==> src/common/phc_map.vh <==
// constants for the pll holdover controller
`ifndef PHC_MAP_VH
`define PHC_MAP_VH

// lock detect counter codes and the cycle counts they select
`define PHC_LDC_W 2
`define PHC_LDC_5 2'h0
`define PHC_LDC_16 2'h1
`define PHC_LDC_64 2'h2
`define PHC_LDC_255 2'h3
`define PHC_CNT_W 8
`define PHC_LOCK_CYC_5 8'h05
`define PHC_LOCK_CYC_16 8'h10
`define PHC_LOCK_CYC_64 8'h40
`define PHC_LOCK_CYC_255 8'hff

// lock indicator pin output select
`define PHC_LDSEL_W 6
`define PHC_LDSEL_DLD_HI 6'h01
`define PHC_LDSEL_DLD_LO 6'h02
`define PHC_LDSEL_CSRC 6'h04

// reference monitor pin select, low five bits decoded
`define PHC_MON_W 5
`define PHC_MON_GND 5'h00
`define PHC_MON_DLD_HI 5'h03
`define PHC_MON_CMP_HI 5'h0c
`define PHC_MON_DLD_LO 5'h13
`define PHC_MON_CMP_LO 5'h1c
`define PHC_MON_FIRST_REFERENCE_LO 5'h17

// status pin select
`define PHC_STS_W 6
`define PHC_STS_GND 6'h00
`define PHC_STS_DLD_HI 6'h01
`define PHC_STS_CMP_HI 6'h0c
`define PHC_STS_DLD_LO 6'h21
`define PHC_STS_CMP_LO 6'h2c
`define PHC_STS_FIRST_REFERENCE_LO 6'h37

// reset values of control state
`define PHC_RST_TRIG 1'b1
`define PHC_RST_ARMED 1'b1
`define PHC_RST_HOLD 1'b0

`endif

==> src/design/phc_dld.v <==
// digital lock indicator: consecutive phase detector cycle counter
`timescale 1ns/1ps
`include "phc_map.vh"

module phc_dld #(
    parameter CNT_W = 8
) (
    // clock and reset
    input wire mclk_i,
    input wire rst_i,
    // configuration
    input wire disable_i,
    input wire [1:0] cnt_sel_i,
    // phase detector cycle results
    input wire pfd_event_i,
    input wire err_below_lock_i,
    input wire err_above_unlock_i,
    // indicator
    output reg locked_o
);

reg [CNT_W-1:0] good_cnt;
reg [CNT_W-1:0] need_cnt;

always @* begin
    case (cnt_sel_i)
        `PHC_LDC_5: need_cnt = `PHC_LOCK_CYC_5;
        `PHC_LDC_16: need_cnt = `PHC_LOCK_CYC_16;
        `PHC_LDC_64: need_cnt = `PHC_LOCK_CYC_64;
        default: need_cnt = `PHC_LOCK_CYC_255;
    endcase
end

always @(posedge mclk_i or posedge rst_i) begin
    if (rst_i) begin
        good_cnt <= {CNT_W{1'b0}};
        locked_o <= 1'b0;
    end else if (disable_i) begin
        good_cnt <= {CNT_W{1'b0}};
        locked_o <= 1'b0;
    end else if (pfd_event_i) begin
        if (err_above_unlock_i) begin
            // one wide-error cycle drops lock at once
            good_cnt <= {CNT_W{1'b0}};
            locked_o <= 1'b0;
        end else if (err_below_lock_i) begin
            if (good_cnt + 1'b1 >= need_cnt) begin
                locked_o <= 1'b1;
            end
            if (good_cnt != need_cnt) begin
                good_cnt <= good_cnt + 1'b1;
            end
        end else if (!locked_o) begin
            // between thresholds: no progress toward lock
            good_cnt <= {CNT_W{1'b0}};
        end
    end
end

endmodule

==> src/design/phc_stat_mux.v <==
// status routing mux for the monitor and status pins
`timescale 1ns/1ps
`include "phc_map.vh"

module phc_stat_mux #(
    parameter SEL_W = 5,
    parameter [SEL_W-1:0] CODE_DLD_HI = 0,
    parameter [SEL_W-1:0] CODE_DLD_LO = 0,
    parameter [SEL_W-1:0] CODE_CMP_HI = 0,
    parameter [SEL_W-1:0] CODE_CMP_LO = 0,
    parameter [SEL_W-1:0] CODE_FIRST_REFERENCE_LO = 0
) (
    // clock and reset
    input wire mclk_i,
    input wire rst_i,
    // selection and sources
    input wire [SEL_W-1:0] sel_i,
    input wire dld_i,
    input wire cmp_i,
    input wire first_reference_ok_i,
    // pin level
    output reg pin_o
);

reg next_pin;

always @* begin
    if (sel_i == CODE_DLD_HI) begin
        next_pin = dld_i;
    end else if (sel_i == CODE_DLD_LO) begin
        next_pin = ~dld_i;
    end else if (sel_i == CODE_CMP_HI) begin
        next_pin = cmp_i;
    end else if (sel_i == CODE_CMP_LO) begin
        next_pin = ~cmp_i;
    end else if (sel_i == CODE_FIRST_REFERENCE_LO) begin
        next_pin = ~first_reference_ok_i;
    end else begin
        next_pin = 1'b0;
    end
end

always @(posedge mclk_i or posedge rst_i) begin
    if (rst_i) begin
        pin_o <= 1'b0;
    end else begin
        pin_o <= next_pin;
    end
end

endmodule

==> src/design/phc_top.v <==
// pll holdover controller: charge pump freeze, release and lock detect routing
// Functional notes
// - holdover acts only when both enable bits are set
// - manual mode: trigger pin falling edge freezes charge pump at once
// - after trigger returns high, release only on next reference edge
// - release resets feedback main counter; prescaler keeps running
// - external control bit: 0 automatic on lock loss, 1 manual pin
// - automatic mode: low lock pin level freezes charge pump
// - comparator off makes lock pin read as always high
// - automatic holdover stays until a reference edge arrives
// - no automatic re-entry until relocked and lock pin high again
// - holdover follows the selected reference's edges
// - lock counter code 00 means five consecutive cycles
// - automatic holdover unusable while lock indicator disabled
// - lock pin select code 000100 picks current source mode
// - current source mode: source while locked, short when not
// - comparator routable to monitor and status pins, both polarities
// - window bit 0 selects the high range window
// - monitor code 0xf7 gives first reference active low; 11 enables buffers
// - lock after counted good cycles, lost on one wide-error cycle
`timescale 1ns/1ps
`include "phc_map.vh"

module phc_top #(
    parameter CNT_W = 8
) (
    // clock and reset
    input wire mclk_i,
    input wire rst_i,
    // holdover control bits
    input wire hold_en0_i,
    input wire hold_en2_i,
    input wire ext_hold_i,
    input wire ld_cmp_en_i,
    // lock detect configuration
    input wire [1:0] ld_cnt_sel_i,
    input wire ld_window_i,
    input wire dld_disable_i,
    input wire [5:0] ld_out_sel_i,
    // pin routing configuration
    input wire [7:0] reference_monitor_pin_sel_i,
    input wire [5:0] status_sel_i,
    input wire [1:0] ref_buf_sel_i,
    input wire ref_sel_i,
    // trigger pin, active low
    input wire hold_trig_n_i,
    // phase detector events per reference
    input wire first_reference_edge_i,
    input wire second_reference_edge_i,
    input wire err_below_lock_i,
    input wire err_above_unlock_i,
    // reference status and lock pin comparator
    input wire first_reference_ok_i,
    input wire ld_cmp_i,
    // charge pump and divider control
    output wire charge_pump_hiz_o,
    output reg main_cnt_reset_o,
    output reg holdover_active_o,
    // lock indicator pin drive
    output reg ld_pin_o,
    output reg ld_pin_oe_o,
    output reg ld_src_en_o,
    output reg ld_short_o,
    // analog and status side
    output reg window_high_o,
    output reg first_reference_buf_en_o,
    output reg second_reference_buf_en_o,
    output wire dld_locked_o,
    output wire reference_monitor_pin_pin_o,
    output wire status_pin_o
);

////////////////////////////////////////////////////////////////////////
// lock indicator and lock pin sensing

wire dld_locked;
wire hold_en;
wire lock_level;
wire ref_edge;

phc_dld #(
    .CNT_W(CNT_W)
) u_dld (
    .mclk_i(mclk_i),
    .rst_i(rst_i),
    .disable_i(dld_disable_i),
    .cnt_sel_i(ld_cnt_sel_i),
    .pfd_event_i(ref_edge),
    .err_below_lock_i(err_below_lock_i),
    .err_above_unlock_i(err_above_unlock_i),
    .locked_o(dld_locked)
);

assign dld_locked_o = dld_locked;

assign hold_en = hold_en0_i & hold_en2_i;

// disabled comparator reads as a charged pin, so auto entry never fires
assign lock_level = ld_cmp_en_i ? ld_cmp_i : 1'b1;

// only the selected reference's edge counts as a release event
assign ref_edge = ref_sel_i ? second_reference_edge_i : first_reference_edge_i;

////////////////////////////////////////////////////////////////////////
// holdover entry and release

reg trig_prev;
reg hold_flag;
reg armed;
wire manual_edge;
wire auto_entry;
wire entry;
wire release_ok;
wire release_pulse;

// edge only: a pin parked low does not re-enter after release
assign manual_edge = trig_prev & ~hold_trig_n_i;

assign auto_entry = armed & ~lock_level & ~dld_disable_i;

assign entry = hold_en & ~hold_flag &
    (ext_hold_i ? manual_edge : auto_entry);

// manual release waits for the pin high; both wait for a reference edge
assign release_ok = ext_hold_i ? hold_trig_n_i : 1'b1;

assign release_pulse = hold_flag & ref_edge & release_ok;

// entry shows in the same cycle; the flag holds it afterwards
assign charge_pump_hiz_o = hold_flag | entry;

always @(posedge mclk_i or posedge rst_i) begin
    if (rst_i) begin
        trig_prev <= `PHC_RST_TRIG;
    end else begin
        trig_prev <= hold_trig_n_i;
    end
end

always @(posedge mclk_i or posedge rst_i) begin
    if (rst_i) begin
        hold_flag <= `PHC_RST_HOLD;
    end else if (!hold_en) begin
        hold_flag <= 1'b0;
    end else if (entry) begin
        hold_flag <= 1'b1;
    end else if (release_pulse) begin
        hold_flag <= 1'b0;
    end
end

// feedback main counter reset rides the release; prescaler is never touched
always @(posedge mclk_i or posedge rst_i) begin
    if (rst_i) begin
        main_cnt_reset_o <= 1'b0;
    end else begin
        main_cnt_reset_o <= hold_en & release_pulse;
    end
end

always @(posedge mclk_i or posedge rst_i) begin
    if (rst_i) begin
        holdover_active_o <= 1'b0;
    end else begin
        holdover_active_o <= hold_en & (entry | (hold_flag & ~release_pulse));
    end
end

// a chattering pin would retrigger forever; re-arm only once relocked
always @(posedge mclk_i or posedge rst_i) begin
    if (rst_i) begin
        armed <= `PHC_RST_ARMED;
    end else if (entry | hold_flag) begin
        armed <= 1'b0;
    end else if (dld_locked & lock_level) begin
        armed <= 1'b1;
    end
end

////////////////////////////////////////////////////////////////////////
// lock indicator pin drive

reg next_ld_pin;
reg next_ld_oe;
reg next_src;
reg next_short;

always @* begin
    next_ld_pin = 1'b0;
    next_ld_oe = 1'b1;
    next_src = 1'b0;
    next_short = 1'b0;
    if (ld_out_sel_i == `PHC_LDSEL_CSRC) begin
        // current source charges the cap; any false discharges it
        next_ld_oe = 1'b0;
        next_src = dld_locked;
        next_short = ~dld_locked;
    end else if (ld_out_sel_i == `PHC_LDSEL_DLD_HI) begin
        next_ld_pin = dld_locked;
    end else if (ld_out_sel_i == `PHC_LDSEL_DLD_LO) begin
        next_ld_pin = ~dld_locked;
    end
end

always @(posedge mclk_i or posedge rst_i) begin
    if (rst_i) begin
        ld_pin_o <= 1'b0;
        ld_pin_oe_o <= 1'b0;
        ld_src_en_o <= 1'b0;
        ld_short_o <= 1'b0;
    end else begin
        ld_pin_o <= next_ld_pin;
        ld_pin_oe_o <= next_ld_oe;
        ld_src_en_o <= next_src;
        ld_short_o <= next_short;
    end
end

////////////////////////////////////////////////////////////////////////
// analog settings and reference buffers

always @(posedge mclk_i or posedge rst_i) begin
    if (rst_i) begin
        window_high_o <= 1'b0;
        first_reference_buf_en_o <= 1'b0;
        second_reference_buf_en_o <= 1'b0;
    end else begin
        window_high_o <= ~ld_window_i;
        first_reference_buf_en_o <= ref_buf_sel_i[0];
        second_reference_buf_en_o <= ref_buf_sel_i[1];
    end
end

////////////////////////////////////////////////////////////////////////
// monitor and status pin routing

phc_stat_mux #(
    .SEL_W(`PHC_MON_W),
    .CODE_DLD_HI(`PHC_MON_DLD_HI),
    .CODE_DLD_LO(`PHC_MON_DLD_LO),
    .CODE_CMP_HI(`PHC_MON_CMP_HI),
    .CODE_CMP_LO(`PHC_MON_CMP_LO),
    .CODE_FIRST_REFERENCE_LO(`PHC_MON_FIRST_REFERENCE_LO)
) u_reference_monitor_pin (
    .mclk_i(mclk_i),
    .rst_i(rst_i),
    .sel_i(reference_monitor_pin_sel_i[4:0]),
    .dld_i(dld_locked),
    .cmp_i(ld_cmp_i),
    .first_reference_ok_i(first_reference_ok_i),
    .pin_o(reference_monitor_pin_pin_o)
);

phc_stat_mux #(
    .SEL_W(`PHC_STS_W),
    .CODE_DLD_HI(`PHC_STS_DLD_HI),
    .CODE_DLD_LO(`PHC_STS_DLD_LO),
    .CODE_CMP_HI(`PHC_STS_CMP_HI),
    .CODE_CMP_LO(`PHC_STS_CMP_LO),
    .CODE_FIRST_REFERENCE_LO(`PHC_STS_FIRST_REFERENCE_LO)
) u_status (
    .mclk_i(mclk_i),
    .rst_i(rst_i),
    .sel_i(status_sel_i),
    .dld_i(dld_locked),
    .cmp_i(ld_cmp_i),
    .first_reference_ok_i(first_reference_ok_i),
    .pin_o(status_pin_o)
);

endmodule

==> config.mk <==
export PLATFORM = sky130hd
export DESIGN_NAME = phc_top
export DESIGN_NICKNAME = d
export VERILOG_FILES = /design/src/design/phc_dld.v /design/src/design/phc_stat_mux.v /design/src/design/phc_top.v
export VERILOG_INCLUDE_DIRS = /design/src /design/src/common
export SDC_FILE = /design/constraint.sdc
export NUM_CORES = 1
export LEC_CHECK = 0
export BUFFER_PORTS_ARGS = -buffer_cell sky130_fd_sc_hd__buf_2
export CAP_MARGIN = 20
export CORE_MARGIN = 2
export CORE_UTILIZATION = 45
export CTS_CLUSTER_SIZE = 40
export DETAILED_ROUTE_END_ITERATION = 8
export PLACE_DENSITY = 0.82
export SETUP_SLACK_MARGIN = 0.1
export SLEW_MARGIN = 20
export SYNTH_ARGS = -nofsm -noshare
export SYNTH_HDL_FRONTEND = slang
export SYNTH_SLANG_ARGS = --single-unit
==> constraint.sdc <==
create_clock -name mclk_i -period 2.96 [get_ports mclk_i]
set_input_delay 0.592 -clock mclk_i [delete_from_list [all_inputs] [get_ports mclk_i]]
set_output_delay 0.592 -clock mclk_i [all_outputs]
set_load 0.01 [all_outputs]
# After elaboration in Yosys (flattened, before gate mapping)
# Cells that the tools add are included.
# classes
add_sub_neg	1
n_lt_le_gt_ge	1
n_shift	0
n_reduce_logical	7
n_eq_ne	19
mux	37
n_div	0
n_mul	0
n_bitwise	23
# ops
cell	n
8-bit two-way mux	6
1-bit two-way mux	30
8-bit one-hot mux with 3 select lines	1
6-bit equality test (second input constant)	3
5-bit equality test (second input constant)	3
1-bit bitwise AND	12
6-bit by 1-bit equality test with 1-bit output (second input constant)	2
1-bit NOT	9
8-bit by 1-bit adder with 8-bit output (second input constant)	1
8-bit greater-or-equal comparator	1
8-bit != test	1
6-bit by 2-bit equality test with 1-bit output (second input constant)	1
6-bit by 3-bit equality test with 1-bit output (second input constant)	1
6-bit by 4-bit equality test with 1-bit output (second input constant)	1
3-bit AND reduction	2
3-bit nonzero test	2
5-bit by 2-bit equality test with 1-bit output (second input constant)	1
5-bit by 4-bit equality test with 1-bit output (second input constant)	1
4-bit by 2-bit != test with 1-bit output (second input constant)	1
4-bit != test (second input constant)	1
2-bit nonzero test	2
3-bit by 1-bit != test with 1-bit output (second input constant)	1
2-bit by 1-bit equality test with 1-bit output (second input constant)	1
2-bit equality test (second input constant)	1
2 further kinds	3
# totals
mem_bits_ro	0
latchBits	0
ff_bits	23
inputBits	40
wordCells	104
ram_bits	0
mem_count	0
out_inout_bits	13

# Logic depth before layout (Yosys ltp)
# Gate-level depths: netlist of run 1.
# depth
depth_word	8
mapped_depth	9
depth_no_buf	9

# Modules after synthesis
# Synthesis of run 1 repeated with hierarchy kept, for this count alone.
# unflattened
cells_unflattened	158
hier_area_um2	1526.5
# modules_own_cells
module	n_inst	area_per_inst_um2	cells_each	seq_area_each_um2
phc_dld	1	835.8	93	225.2
phc_top	1	471.7	39	302.8
phc_stat_mux at u_status	1	133.9	15	25.0
phc_stat_mux at u_reference_monitor_pin	1	85.1	11	25.0

# Worst setup path after synthesis of run 1
# No wires, ideal clock.
# synth_timing
path_kind	input -> register
start	in ld_cnt_sel_i[0]
end	reg u_dld.good_cnt[1]
path_stages	8
t_arrival_ns	2.400
required_ns	2.865
setup_time_ns	0.095
setup_slack_ns	0.465
path_buffers	1
cell_sequence	inv_1 -> ha_1 -> ha_1 -> or4_4 -> o32ai_4 -> buf_6 -> nand2_1 -> o31ai_1
# synth_via
elab_chain_cells	5
elab_cells_between_ends	7
classes_between	eq/ne (4); mux (1); reduce/logical (2)
# synth_lines
element	line_no	text
start, declared	phc_top.v:36	input wire [1:0] ld_cnt_sel_i,
2-bit equality test, or another cell as far along	phc_dld.v:26	case (cnt_sel_i)
8-bit one-hot mux with 3 select lines (*)	phc_dld.v:26	
8-bit != test (*)	phc_dld.v:50	if (good_cnt != need_cnt) begin
4-bit by 2-bit != test with 1-bit output (no source line) (*)	-	
3-bit AND reduction (no source line) (*)	-	
end signal, assigned	phc_dld.v:36	good_cnt <= {CNT_W{1'b0}};
end signal, assigned	phc_dld.v:51	good_cnt <= good_cnt + 1'b1;
end signal, assigned	phc_dld.v:55	good_cnt <= {CNT_W{1'b0}};
end, declared	phc_dld.v:22	reg [CNT_W-1:0] good_cnt;
# Every way passes the cells marked *; elsewhere a longest branch is shown, timed or not.
# A chain may end at the register's enable or synchronous reset.

# Worst setup path in the final report of run 1
# layout_timing
start	in ld_cnt_sel_i[0]
end	reg u_dld.good_cnt[3]
# Same word-level chain as after synthesis.

==> results, run 1 <==
- The number of setup buffers added after CTS is 0.
- The post-synthesis sequential element count is 23.
- The synthesized netlist contains 45 unique library cells.
- The die is 61.2 um wide.
- The tree is rooted in a clkbuf_4.
- The count of boundary I/O pins is between 50 and 60.
- The power per unit of standard cell area is 338 nW/um2.
- The wire length after detailed routing is 3.01 mm.
- The library cell with the largest summed area after synthesis is dfrtp_1.
- The total die area is 3740 um2.
- The hold violation total from the final report is 0.
- The number of global-route vias before repair is 1175.
- In the routed design, unresolved DRC markers number 0.
- Summed over all nets, the switching power comes to 0.000169 W.
- During placement, the flow inserted port buffers numbering 49.
- Along the worst path, the maximum fanout reaches 16.
- The type of the worst setup path is in2reg.
- Yosys attributes the largest share of cell area to dfrtp_1 36%, ha_1 10%, nor2_1 3.8%.
- Internal power comes to 0.000433 W.
- The number of antenna diodes in the final layout is 0.
- The number of nets in the final layout is 254.
- The headroom to the max-slew limit is about two fifths.
- The pin count of the biggest net entering global routing is 24.
- The commonest non-fill, non-tap cell in the layout is buf_2.
- The total overflow left after global routing is 0.
- Net switching is 28.0% of the power.
- The height of the die is 61.2 um.
- After layout, the worst path uses 82.7% of the clock period.
- Clock-pin slew was measured on the worst setup and hold paths at roughly 0.14 ns.
- The library cells used most frequently in the layout, excluding fill and tap cells, are 49 x buf_2, 21 x dfrtp_1, 15 x nor2_1, 13 x inv_1, 12 x ha_1.
- Counting flops with a built-in enable in the synthesized netlist gives 0.
- The critical path goes through buf_2, inv_1, ha_1, ha_1, or4_4, o32ai_4, buf_12, nor3b_1, a21o_1.
- Across the routed clock network, the largest skew measured is 0.0106 ns.
- Summing the sequential cell areas from Yosys gives 39.3% of the chip area.
- Clock tree synthesis found a total of 23 sinks.
- The slowest stage of the critical path is the or4_4 cell.
- The core region is slightly above 3000 um2.
- The final-report setup violation count is 0.
- At the worst endpoint, the arrival time is 2.66 ns.
- The buffer levels on the longest clock path is 2.
- The largest single stage delay on the critical path is approximately 0.55 ns.
- The leakage power total is 0.930 nW.
- The placement row count is 20.
- The part of the power in combinational logic is 19.5%.
- The number of search-and-repair iterations in the first detailed-routing pass is 4.
- The congestion estimate from routability-driven global placement came to ~0.76.
- The global router's overall resource usage is 17.5%.
- The later pin in the worst-skew pair is clocked with a latency of ~0.31 ns.
- The half-perimeter wire length of the detailed placement result is 2.46 mm.
- The ratio of cells with drive above 1 in the final layout is between 30% and 40%.
- The number of gates resized after CTS was 0.
- The startpoint type of the worst setup path is an input pin.
- Setup repair after global routing left no endpoint under its margin.
- After detailed routing, the number of vias per cell comes to between 5 and 6.
- The number of antenna violations at the first check in global routing came to 0.
- For the worst setup path, the data required time is 3.17 ns.
- The CTS tree is yes.
- In this run, the clock network consumes 24.7% of the power.
- Among cell families on the critical path, the largest total delay comes from adder cells.
- The warning count from the yosys run is 0.
- The area overhead of the layout relative to synthesis is 21.1%.
- The final number of max-transition violations was 0.
- After detailed routing, the average wire length per cell comes to roughly 12 um.
- Clock tree synthesis inserted a total of 3 buffers.
- The global-route wire length before repair is 4.90 mm.
- The number of nets handed over by synthesis was 202.
- The count of nets left with antenna violations after detail routing is 0.
- The worst setup path is captured at a flop.
- Across all layers, the routed design uses roughly 1300 vias.
- For the pin with the worst max-slew slack, the measured transition is 0.886 ns.
- IR analysis of the VDD net gives a maximum drop of 0.000257 V.
- Of all flip-flops after synthesis, the portion carrying an async set or reset was 100%.
- The most repeated library cell on the critical path is ha_1.
- The area of the mapped netlist is approximately 1500 um2.
- Based on the critical path, the design can be clocked at up to 408 MHz.
- The min-delay analysis places its worst path in the category in2reg.
- For this configuration, the core starts out at a cell density of 47.8%.
- The share of synthesized area in the top cell type comes to a little over a third.
- The most used flip-flop cell after synthesis is dfrtp_1.
- The number of instances in the placed design is 241.
- The max-cap check violation count is 0.
- The filler-free cell count of the finished design is around 250.
- Counting both buffers and inverters, the worst setup path holds a total of 3.
- Hold repair after CTS inserted 0 buffers.
- Synthesis produced a netlist whose cell count is 150.
- Adding up every negative setup slack in the final design gives 0 ns.
- The first routing iteration left 46 violations.
- CTS built an H-tree with a depth of 1.
- The portion of total power attributed to sequential cells is a little under three fifths.
- The run finished with clean final reports.
- The mean post-synth cell area is 9.80 um2.
- Subtracting the final worst setup slack from the clock period gives 2.45 ns.
==> per-stage QoR <==
step / hold slack, ns / util (%) / total power, W / cell area [um2] / worst slack, ns
finish: 0.371 / 57.8 / 0.000602 / 1780 / 0.511
global route: 0.349 / 57.8 / 0.000643 / 1780 / 0.446
CTS: 0.363 / 57.8 / 0.000609 / 1780 / 0.514
detailed placement: 0.516 / 57.0 / 0.000461 / 1750 / 0.176
global placement: 0.510 / 57.0 / 0.000456 / 1750 / 0.237
floorplan: 0.495 / - / 0.000408 / 1470 / 0.465
==> final timing paths <==
path / start / to / slack (ns) / depth (start not counted)
worst max-delay path: ld_cnt_sel_i[0] / u_dld.good_cnt[3]$_DFFE_PP0P_ / 0.51 / 9
worst min-delay path: hold_trig_n_i / trig_prev$_DFF_PP1_ / 0.37 / 1
worst max register to register: u_dld.good_cnt[0]$_DFFE_PP0P_ / u_dld.locked_o$_DFFE_PP0P_ / 0.62 / 9
worst min register to register: armed$_DFFE_PP1P_ / armed$_DFFE_PP1P_ / 0.53 / 2
max in group asynchronous: rst_i / ld_short_o$_DFF_PP0_ / 1.97 / 2
min in group asynchronous: rst_i / u_dld.good_cnt[5]$_DFFE_PP0P_ / 0.44 / 2
==> registers in the layout, indices dropped and copies added, names as in the netlist <==
| name | flops |
|---|---|
| first_reference_buf_en_o | 1 |
| u_status.pin_o | 1 |
| u_reference_monitor_pin.pin_o | 1 |
| second_reference_buf_en_o | 1 |
| main_cnt_reset_o | 1 |
| trig_prev | 1 |
| hold_flag | 1 |
| u_dld.locked_o | 1 |
| ld_src_en_o | 1 |
| u_dld.good_cnt | 8 |
| window_high_o | 1 |
| holdover_active_o | 1 |
| armed | 1 |
| ld_pin_oe_o | 1 |
| ld_short_o | 1 |
| ld_pin_o | 1 |
==> routing by layer <==
metal / wire length (um) / share of wire, % / global-route usage (%) / vias up
met5: 0 / 0 / 0 / -
met4: 27 / 0.90 / 5.28 / 0
met3: 191 / 6.3 / 3.36 / 4
met2: 1480 / 49 / 30.4 / 46
met1: 1310 / 44 / 21.9 / 588
li1: - / - / - / 644
==> cell families (layout without fill, tap and decap cells) <==
logic type               Yosys count  count (layout)  share of synthesized area (%)
AND/OR/NAND/NOR                   55              55                           20.4
AO/OA/AOI/OAI                     32              32                           16.9
adder cells (fa/ha/maj)           12              12                           10.2
XOR/XNOR                           9               9                           5.36
buffers and inverters             17              68                           6.38
flip-flops                        23              23                           39.3
multiplexers                       2               2                           1.36
==> synth_stat cells, types with 2 or more instances <==
cell and instances:
nor2b_1 3, buf_6 2, o21ai_2 2, o31ai_1 2, dfrtp_1 21, a211oi_1 4, inv_1 13, a22oi_1 3
nand3_1 4, nor4_1 3, nand2_1 9, dfstp_2 2, o21ai_0 4, nor2_1 15, xnor2_1 4, nor3_1 4
ha_1 12, nand2b_1 2, a21o_1 4, nor3b_1 3, mux2i_1 2, and3_1 2, xor2_1 5, a21oi_1 4
==> power by group through the flow <==
stage	registers, W	logic, W	clock network, W
6_report	0.000336	0.000118	0.000149
5_1_grt	0.000338	0.000133	0.000171
2_1_floorplan	0.000342	0.0000659	0
3_3_place_gp	0.000342	0.000114	0
4_1_cts	0.000336	0.000119	0.000154
3_5_place_dp	0.000342	0.000119	0
==> layout make-up <==
type | count | area (um2)
clock inverter | 1 | 5.00
clock buffer | 3 | 22.5
sequential | 23 | 578
tap | 44 | 55.1
inverter | 13 | 48.8
fill | 287 | 1300
timing repair buffer | 51 | 273
multi-input combinational | 110 | 798
No activity file was read; power rests on OpenSTA's default activity.
==> run 2: changes to the inputs <==
--- a/config.mk
+++ b/config.mk
@@ -6,13 +6,14 @@
 export SDC_FILE = /design/constraint.sdc
 export NUM_CORES = 1
 export LEC_CHECK = 0
+export ABC_AREA = 1
 export BUFFER_PORTS_ARGS = -buffer_cell sky130_fd_sc_hd__buf_2
 export CAP_MARGIN = 20
 export CORE_MARGIN = 2
 export CORE_UTILIZATION = 45
 export CTS_CLUSTER_SIZE = 40
 export DETAILED_ROUTE_END_ITERATION = 8
-export PLACE_DENSITY = 0.82
+export PLACE_DENSITY = 0.83
 export SETUP_SLACK_MARGIN = 0.1
 export SLEW_MARGIN = 20
 export SYNTH_ARGS = -nofsm -noshare
==> constraint.sdc (replaced) <==
create_clock -name mclk_i -period 2.14 [get_ports mclk_i]
set_input_delay 0.428 -clock mclk_i [delete_from_list [all_inputs] [get_ports mclk_i]]
set_output_delay 0.428 -clock mclk_i [all_outputs]
set_load 0.01 [all_outputs]
==> results, run 2 <==
- The placement row count is 21 (+5.0%).
- The die width is 64.2 um (+5.0%).
- The pin count of the biggest net entering global routing came to 24 (unchanged).
- The count of boundary I/O pins came to 53 (unchanged).
- The register-to-register setup slack came to 0.24 ns (-0.38 ns).
- The maximum VDD drop was 0.000369 V (+44%).
- Relative to the synthesized area, the layout overhead comes to 22.4%.
- The worst min-delay path category is in2async.
- The overall power was 0.000866 W (+44%).
- The wire length after detailed routing is 3.44 mm (+14%).
- The warning count from the yosys run came to 0 (unchanged).
- The via count came to 1593 (+24%).
- The count of unique library cells instantiated by Yosys is 32 (-29%).
- The depth of the CTS H-tree is 1 (unchanged).
- The routed wire length per instance is 10.6 um (-14%).
- The half-perimeter wire length of the detailed placement result came to 2.75 mm (+12%).
- The via density per instance was 4.90 (-6.3%).
- The worst setup path is of the reg2out kind.
- The length in cells of the worst reg-to-reg path was 12 (+3).
- The slew at the pin with the worst max-slew slack is 0.315 ns (-0.571 ns).
- The endpoint class of the critical path is a primary output.
- Counting I/O delays and the setup requirement, the final critical path takes roughly 2.0 ns.
- The number of nets in the final layout is 332 (+31%).
- The endpoint arrival time on the critical path is 1.55 ns (-1.11 ns).
- The switching power of the nets came to 0.000257 W (+52%).
- The fraction of registers with async set/reset came to 100% (unchanged).
- The net count after synthesis is 276 (+37%).
- The ratio of cells with drive above 1 in the final layout is 28.7% (-1.7 points).
- The leakage power total is 1.11 nW (+20%).
- The count of input and output buffers is 49 (unchanged).
- The final design utilization is 58.4% (+0.58 points).
- The total die area is 4120 um2 (+10%).
- The final instance area is 2000 um2 (+12%).
- The post-synthesis sequential element count is 23 (unchanged).
- The portion of total power attributed to sequential cells is 54.0% (-1.8 points).
- The library cell with the largest summed area after synthesis is dfrtp_1.
- The number of flip-flops under the largest register name was 8 (unchanged).
- The number of antenna violations at the first check in global routing is 0 (unchanged).
- The number of buffers created by CTS was 3 (unchanged).
- The part of the power in combinational logic is 23.2% (+3.7 points).
- In this run the critical register-to-register path is launched from u_dld.good_cnt[0]$_DFFE_PP0P_.
- The power per unit of standard cell area came to 434 nW/um2 (+28%).
- The total congestion overflow after global routing came to 0 (unchanged).
- The commonest non-fill, non-tap cell in the layout is nand2_1.
- The cell with the most instances after synthesis is nand2_1.
- The critical path required time is 1.71 ns (-1.46 ns).
- The number of global-route vias before repair is 1476 (+26%).
- The area of the mapped netlist came to 1630 um2 (+11%).
- The global router's overall resource usage is 17.8% (+0.34 points).
- The number of synthesized flops with an enable pin is 0 (unchanged).
- The mean post-synth cell area is 7.28 um2 (-26%).
- The headroom to the max-slew limit was 78.7% (+38 points).
- The sequential element share of the synthesized area is 35.5% (-3.9 points).
- The fmax is 506 MHz.
- The height of the die came to 64.2 um (+5.0%).
- The startpoint type of the worst setup path is a flop.
- The gate count after technology mapping was 224 (+49%).
- Of the available clock period, the critical path in the final layout requires 92.3%.
- The number of search-and-repair iterations in the first detailed-routing pass is 4 (unchanged).
- The largest register by flop count is u_dld.good_cnt.
- The placed cell area is 1940 um2 (+11%).
- The max-cap check violation count was 0 (unchanged).
- The register clock-pin slew on the reported worst setup and hold paths came to 0.12 ns (-0.02 ns).
- The buffer levels on the longest clock path is 2 (unchanged).
- The switching share of power is 29.6% (+1.6 points).
- The routability congestion estimate from global placement is 0.898 (+19%).
- The sum of negative setup slack came to 0 ns (unchanged).
- After synthesis, the most frequently instantiated cells are 66 x nand2_1, 27 x inv_1, 24 x nor2_1.
- The final-report setup violation count was 0 (unchanged).
- The global-route wire length before repair came to 5.99 mm (+22%).
- The internal power component is 0.000609 W (+41%).
- The setup clock skew after layout was 0.00358 ns (-0.00697 ns).
- The total clock sinks is 23 (unchanged).
- TritonCTS built the clock tree.
- The most used flip-flop cell after synthesis is dfrtp_1.
- The number of DRC violations after detailed routing came to 0 (unchanged).
- The run finished with clean final reports.
- The final number of max-transition violations is 0 (unchanged).
- The largest driver fanout on the critical path is 3 (-13).
- The share of total power in the clock network is 22.8% (-1.9 points).
- The core region area is 3420 um2 (+11%).
- The tree is rooted in a clkbuf_4.
- In this run the critical register-to-register path is captured at u_dld.locked_o$_DFFE_PP0P_.
- Yosys attributes the largest share of cell area to dfrtp_1 32%, nand2_1 15%, ha_1 9.2%.
- The number of design-rule violations left by the first detailed-router iteration is 86 (+87%).
- The count of nets left with antenna violations after detail routing came to 0 (unchanged).
- The number of inserted diodes is 0 (unchanged).
- Leaving out fill and tap cells, the most frequent cells in the layout are 66 x nand2_1, 49 x buf_2, 27 x inv_1, 23 x nor2_1, 19 x dfrtp_1.
- The starting utilization of the core area came to 47.7% (about the same).
- The hold violation total from the final report is 0 (unchanged).
- Setup repair after global routing left no endpoint under its margin.
- The portion of synthesized cell area occupied by the leading cell type is 32.2% (-3.5 points).
- The clock insertion delay at the later pin of the skew report was 0.30 ns (about the same).
==> run 2: cell types whose count changed after synthesis, sizes merged, moves of 4 or more <==
cell   change
nand2     +61
inv       +20
nand3     +14
nor2      +12
nand4      +6
a21o       -4
==> run 2: stage by stage <==
stage | hold slack (ns) | worst slack, ns | cells
finish | 0.129 | 0.164 | 325
global route | 0.172 | 0.0801 | 325
CTS | 0.133 | 0.145 | 323
global placement | 0.482 | 0.152 | 319
floorplan | 0.428 | 0.427 | 224
detailed placement | 0.478 | 0.118 | 319
==> run 2: area by class of cell <==
class                   count  area (um2)
fillers                   329        1420
multi-input cells         163         908
flip-flops and latches     23         581
repair buffers             53         275
inverters                  36         148
well taps                  46        57.6
clock buffers               4        26.3
==> run 2: how the worst max path moves through the flow <==
stage | startpoint | endpoint | slack (ns)
floorplan | ld_cnt_sel_i[0] | u_dld.good_cnt[5]$_DFFE_PP0P_ | 0.43
global placement | ld_cnt_sel_i[0] | u_dld.good_cnt[4]$_DFFE_PP0P_ | 0.15
detailed placement | ld_cnt_sel_i[0] | u_dld.good_cnt[4]$_DFFE_PP0P_ | 0.12
CTS | armed$_DFFE_PP1P_ | charge_pump_hiz_o | 0.14
global route | armed$_DFFE_PP1P_ | charge_pump_hiz_o | 0.08
finish | armed$_DFFE_PP1P_ | charge_pump_hiz_o | 0.16
==> run 2: power by group through the flow <==
stage               registers, W  clock network, W  logic, W
CTS                     0.000467          0.000204  0.000197
global route            0.000470          0.000223  0.000233
finish                  0.000468          0.000197  0.000201
detailed placement      0.000475                 0  0.000197
floorplan               0.000477                 0  0.000117
global placement        0.000476                 0  0.000191
==> run 2: per-layer routing <==
metal / up-vias / track usage (%) / share of wire (%)
met2: 44 / 31.6 / 48
met3: 0 / 4.23 / 4.8
met4: 0 / 2.39 / 0
met1: 719 / 22.4 / 47
met5: - / 0 / 0
li1: 830 / - / -
==> run 2: what timing repair did <==
item,CTS,global route
buffers inserted,0,2
resized for setup,0,5
hold buffers,0,0
setup endpoints to repair,0,2
==> run 2: cell families (layout without fill, tap and decap cells) <==
| logic type | Yosys count | after routing | share of synthesized area (%) |
|---|---|---|---|
| buffers and inverters | 38 | 93 | 9.67 |
| AO/OA/AOI/OAI | 18 | 18 | 6.75 |
| XOR/XNOR | 4 | 4 | 2.15 |
| adder cells (fa/ha/maj) | 12 | 12 | 9.21 |
| AND/OR/NAND/NOR | 129 | 129 | 36.8 |
| flip-flops | 23 | 23 | 35.5 |
==> run 2: critical path: stages, from the launching register on <==
cell and delay [ns]:
dfstp_2 0.55, inv_1 0.05, nor3_2 0.16, nand2_1 0.12
a31oi_2 0.21, buf_2 0.16
==> run 3: changes to the inputs <==
--- a/config.mk
+++ b/config.mk
@@ -11,6 +11,7 @@
 export CAP_MARGIN = 20
 export CORE_MARGIN = 2
 export CORE_UTILIZATION = 45
+export CTS_BUF_LIST = sky130_fd_sc_hd__clkbuf_2 sky130_fd_sc_hd__clkbuf_4 sky130_fd_sc_hd__clkbuf_8
 export CTS_CLUSTER_SIZE = 40
 export DETAILED_ROUTE_END_ITERATION = 8
 export PLACE_DENSITY = 0.83
==> results, run 3 (synthesis gave the netlist of run 2 again) <==
- The flow ran to the end, and the final reports show no timing, DRC or antenna violations.
- The total die area is 4120 um2 (unchanged).
- The busiest layer in global routing is met2.
- The core region area is 3420 um2 (unchanged).
- The number of inserted diodes is 0 (unchanged).
- The number of design-rule violations left by the first detailed-router iteration is 78 (-9.3%).
- The endpoint class of the critical path is a primary output.
- The number of search-and-repair iterations in the first detailed-routing pass is 4 (unchanged).
- The wire length after detailed routing is 3.41 mm (-0.84%).
- The post-route fraction of the period consumed by the critical path is 92.9% (+0.62 points).
- The largest register by flop count is u_dld.good_cnt.
- The startpoint type of the worst setup path is a flop.
- The number of DRC violations after detailed routing is 0 (unchanged).
- The max-cap check violation count came to 0 (unchanged).
- The count of input and output buffers was 49 (unchanged).
- The critical path required time is 1.71 ns (about the same).
- The endpoint arrival time on the critical path is 1.56 ns (about the same).
- The maximum VDD drop is 0.000459 V (+24%).
- The height of the die is 64.2 um (unchanged).
- The headroom to the max-slew limit is 79.0% (+0.27 points).
- CTS placed an instance of clkbuf_4 at the clock tree root.
- The number of flip-flops under the largest register name came to 8 (unchanged).
- The via density per instance is 4.92 (+0.31%).
- The setup clock skew after layout is 0.000902 ns (-0.00268 ns).
- The total clock sinks is 23 (unchanged).
- The path class of the tightest hold or removal check is in2async.
- The setup path with the least slack is of type reg2out.
- The global routing usage on met1 is 22.4% (unchanged).
- The leakage power total is 1.11 nW (+0.31%).
- The depth of the CTS H-tree is 1 (unchanged).
- The clock period minus final worst setup slack is 1.99 ns (+0.0134 ns).
- The number of antenna violations at the first check in global routing is 0 (unchanged).
- For this design, the slowest cell found on the critical path is dfstp_2.
- Traced cell by cell, the critical path runs through inv_1, nor3_2, nand2_1, a31oi_2, buf_2.
- The count of boundary I/O pins came to 53 (unchanged).
- TritonCTS built the clock tree.
- The starting utilization of the core area was 47.7% (unchanged).
- The count of nets left with antenna violations after detail routing is 0 (unchanged).
- The number of global-route vias before repair came to 1478 (+0.14%).
- The sum of negative setup slack is 0 ns (unchanged).
- The power per unit of standard cell area was 439 nW/um2 (+1.2%).
- The global-route wire length before repair came to 6.00 mm (+0.12%).
- The half-perimeter wire length of the detailed placement result came to 2.75 mm (unchanged).
- The routability congestion estimate from global placement is 0.898 (unchanged).
- The global router's overall resource usage is 17.9% (+0.11 points).
- The number of nets in the final layout is 332 (unchanged).
- The clock insertion delay at the later pin of the skew report is 0.30 ns (about the same).
- The hold violation total from the final report was 0 (unchanged).
- The register clock-pin slew on the reported worst setup and hold paths is 0.12 ns (about the same).
- The placement row count is 21 (unchanged).
- The largest driver fanout on the critical path is 3 (unchanged).
- Setup repair after global routing left no endpoint under its margin.
- The slew at the pin with the worst max-slew slack is 0.311 ns (-0.00407 ns).
- The library cells used most frequently in the layout, excluding fill and tap cells, are 66 x nand2_1, 49 x buf_2, 27 x inv_1, 23 x nor2_1, 19 x dfrtp_1.
- The number of buffers inserted for hold repair after clock tree synthesis is 0 (unchanged).
- The total congestion overflow after global routing is 0 (unchanged).
- The length in cells of the worst reg-to-reg path was 12 (unchanged).
- The buffer levels on the longest clock path came to 2 (unchanged).
- The area overhead of the layout relative to synthesis is 22.6%.
- The delay of the slowest critical-path stage came to 0.55 ns (about the same).
- The library cell used most frequently in the layout, excluding fill and tap cells, is nand2_1.
- The pin count of the biggest net entering global routing was 24 (unchanged).
- The met2 track demand over resource in global routing is 31.6% (unchanged).
- The fmax is 503 MHz (-0.67%).
- The final number of max-transition violations came to 0 (unchanged).
- The die width is 64.2 um (unchanged).
- The met3 global-route usage is 4.75% (+0.53 points).
- The number of buffers created by CTS was 3 (unchanged).
- The ratio of cells with drive above 1 in the final layout is 29.0% (+0.36 points).
- The final-report setup violation count is 0 (unchanged).
- The routed wire length per instance is 10.5 um (-0.84%).
- The via count came to 1598 (+0.31%).
- The final design utilization is 58.5% (+0.11 points).
-- run 3: path summary, 6_finish.rpt --
check                                               from                         end  slack (ns)
setup / recovery                       armed$_DFFE_PP1P_           charge_pump_hiz_o        0.15
hold reg to reg                        armed$_DFFE_PP1P_           armed$_DFFE_PP1P_        0.53
max in group asynchronous                          rst_i           armed$_DFFE_PP1P_        1.74
setup reg to reg           u_dld.good_cnt[0]$_DFFE_PP0P_  u_dld.locked_o$_DFFE_PP0P_        0.24
hold / removal                                     rst_i       ld_src_en_o$_DFF_PP0_        0.13
min in group mclk_i                        hold_trig_n_i         trig_prev$_DFF_PP1_        0.21
-- run 3: timing repair --
action	in CTS	in global routing
gates resized for setup	0	5
setup buffers	0	2
setup endpoints to repair	0	2
-- run 3: per-stage QoR --
stage	setup slack [ns]	power, W	cell area [um2]	cells	hold slack [ns]
CTS	0.141	0.000884	1970	323	0.128
global placement	0.152	0.000667	1940	319	0.482
floorplan	0.427	0.000594	1630	224	0.428
detailed placement	0.118	0.000672	1940	319	0.478
finish	0.151	0.000878	2000	325	0.125
global route	0.0582	0.000942	2000	325	0.173
-- run 3: layout make-up --
| class | count | area, um2 |
|---|---|---|
| Clock buffer | 4 | 30.0 |
| Fill cell | 327 | 1420 |
| Inverter | 36 | 148 |
| Multi-Input combinational cell | 163 | 908 |
| Sequential cell | 23 | 581 |
| Tap cell | 46 | 57.6 |
| Timing Repair Buffer | 53 | 275 |
-- run 3: power by group --
part | switching, W | internal (W) | leakage [nW]
clock network | 0.000125 | 0.0000854 | 0.0184
logic | 0.000119 | 0.0000815 | 0.799
registers | 0.0000121 | 0.000455 | 0.297
total | 0.000256 | 0.000622 | 1.11
-- run 3: critical path, delay by kind of cell, from the launching register on --
family	cells	cell delay, ns
flops	1	0.55
simple gates	2	0.28
buf+inv	2	0.21
compound gates	1	0.21
-- run 3: routing by layer --
layer	vias to the layer above	share of wire [%]
li1	831	-
met1	717	46
met2	48	47
met3	2	6.3
met4	0	0.56
met5	-	0
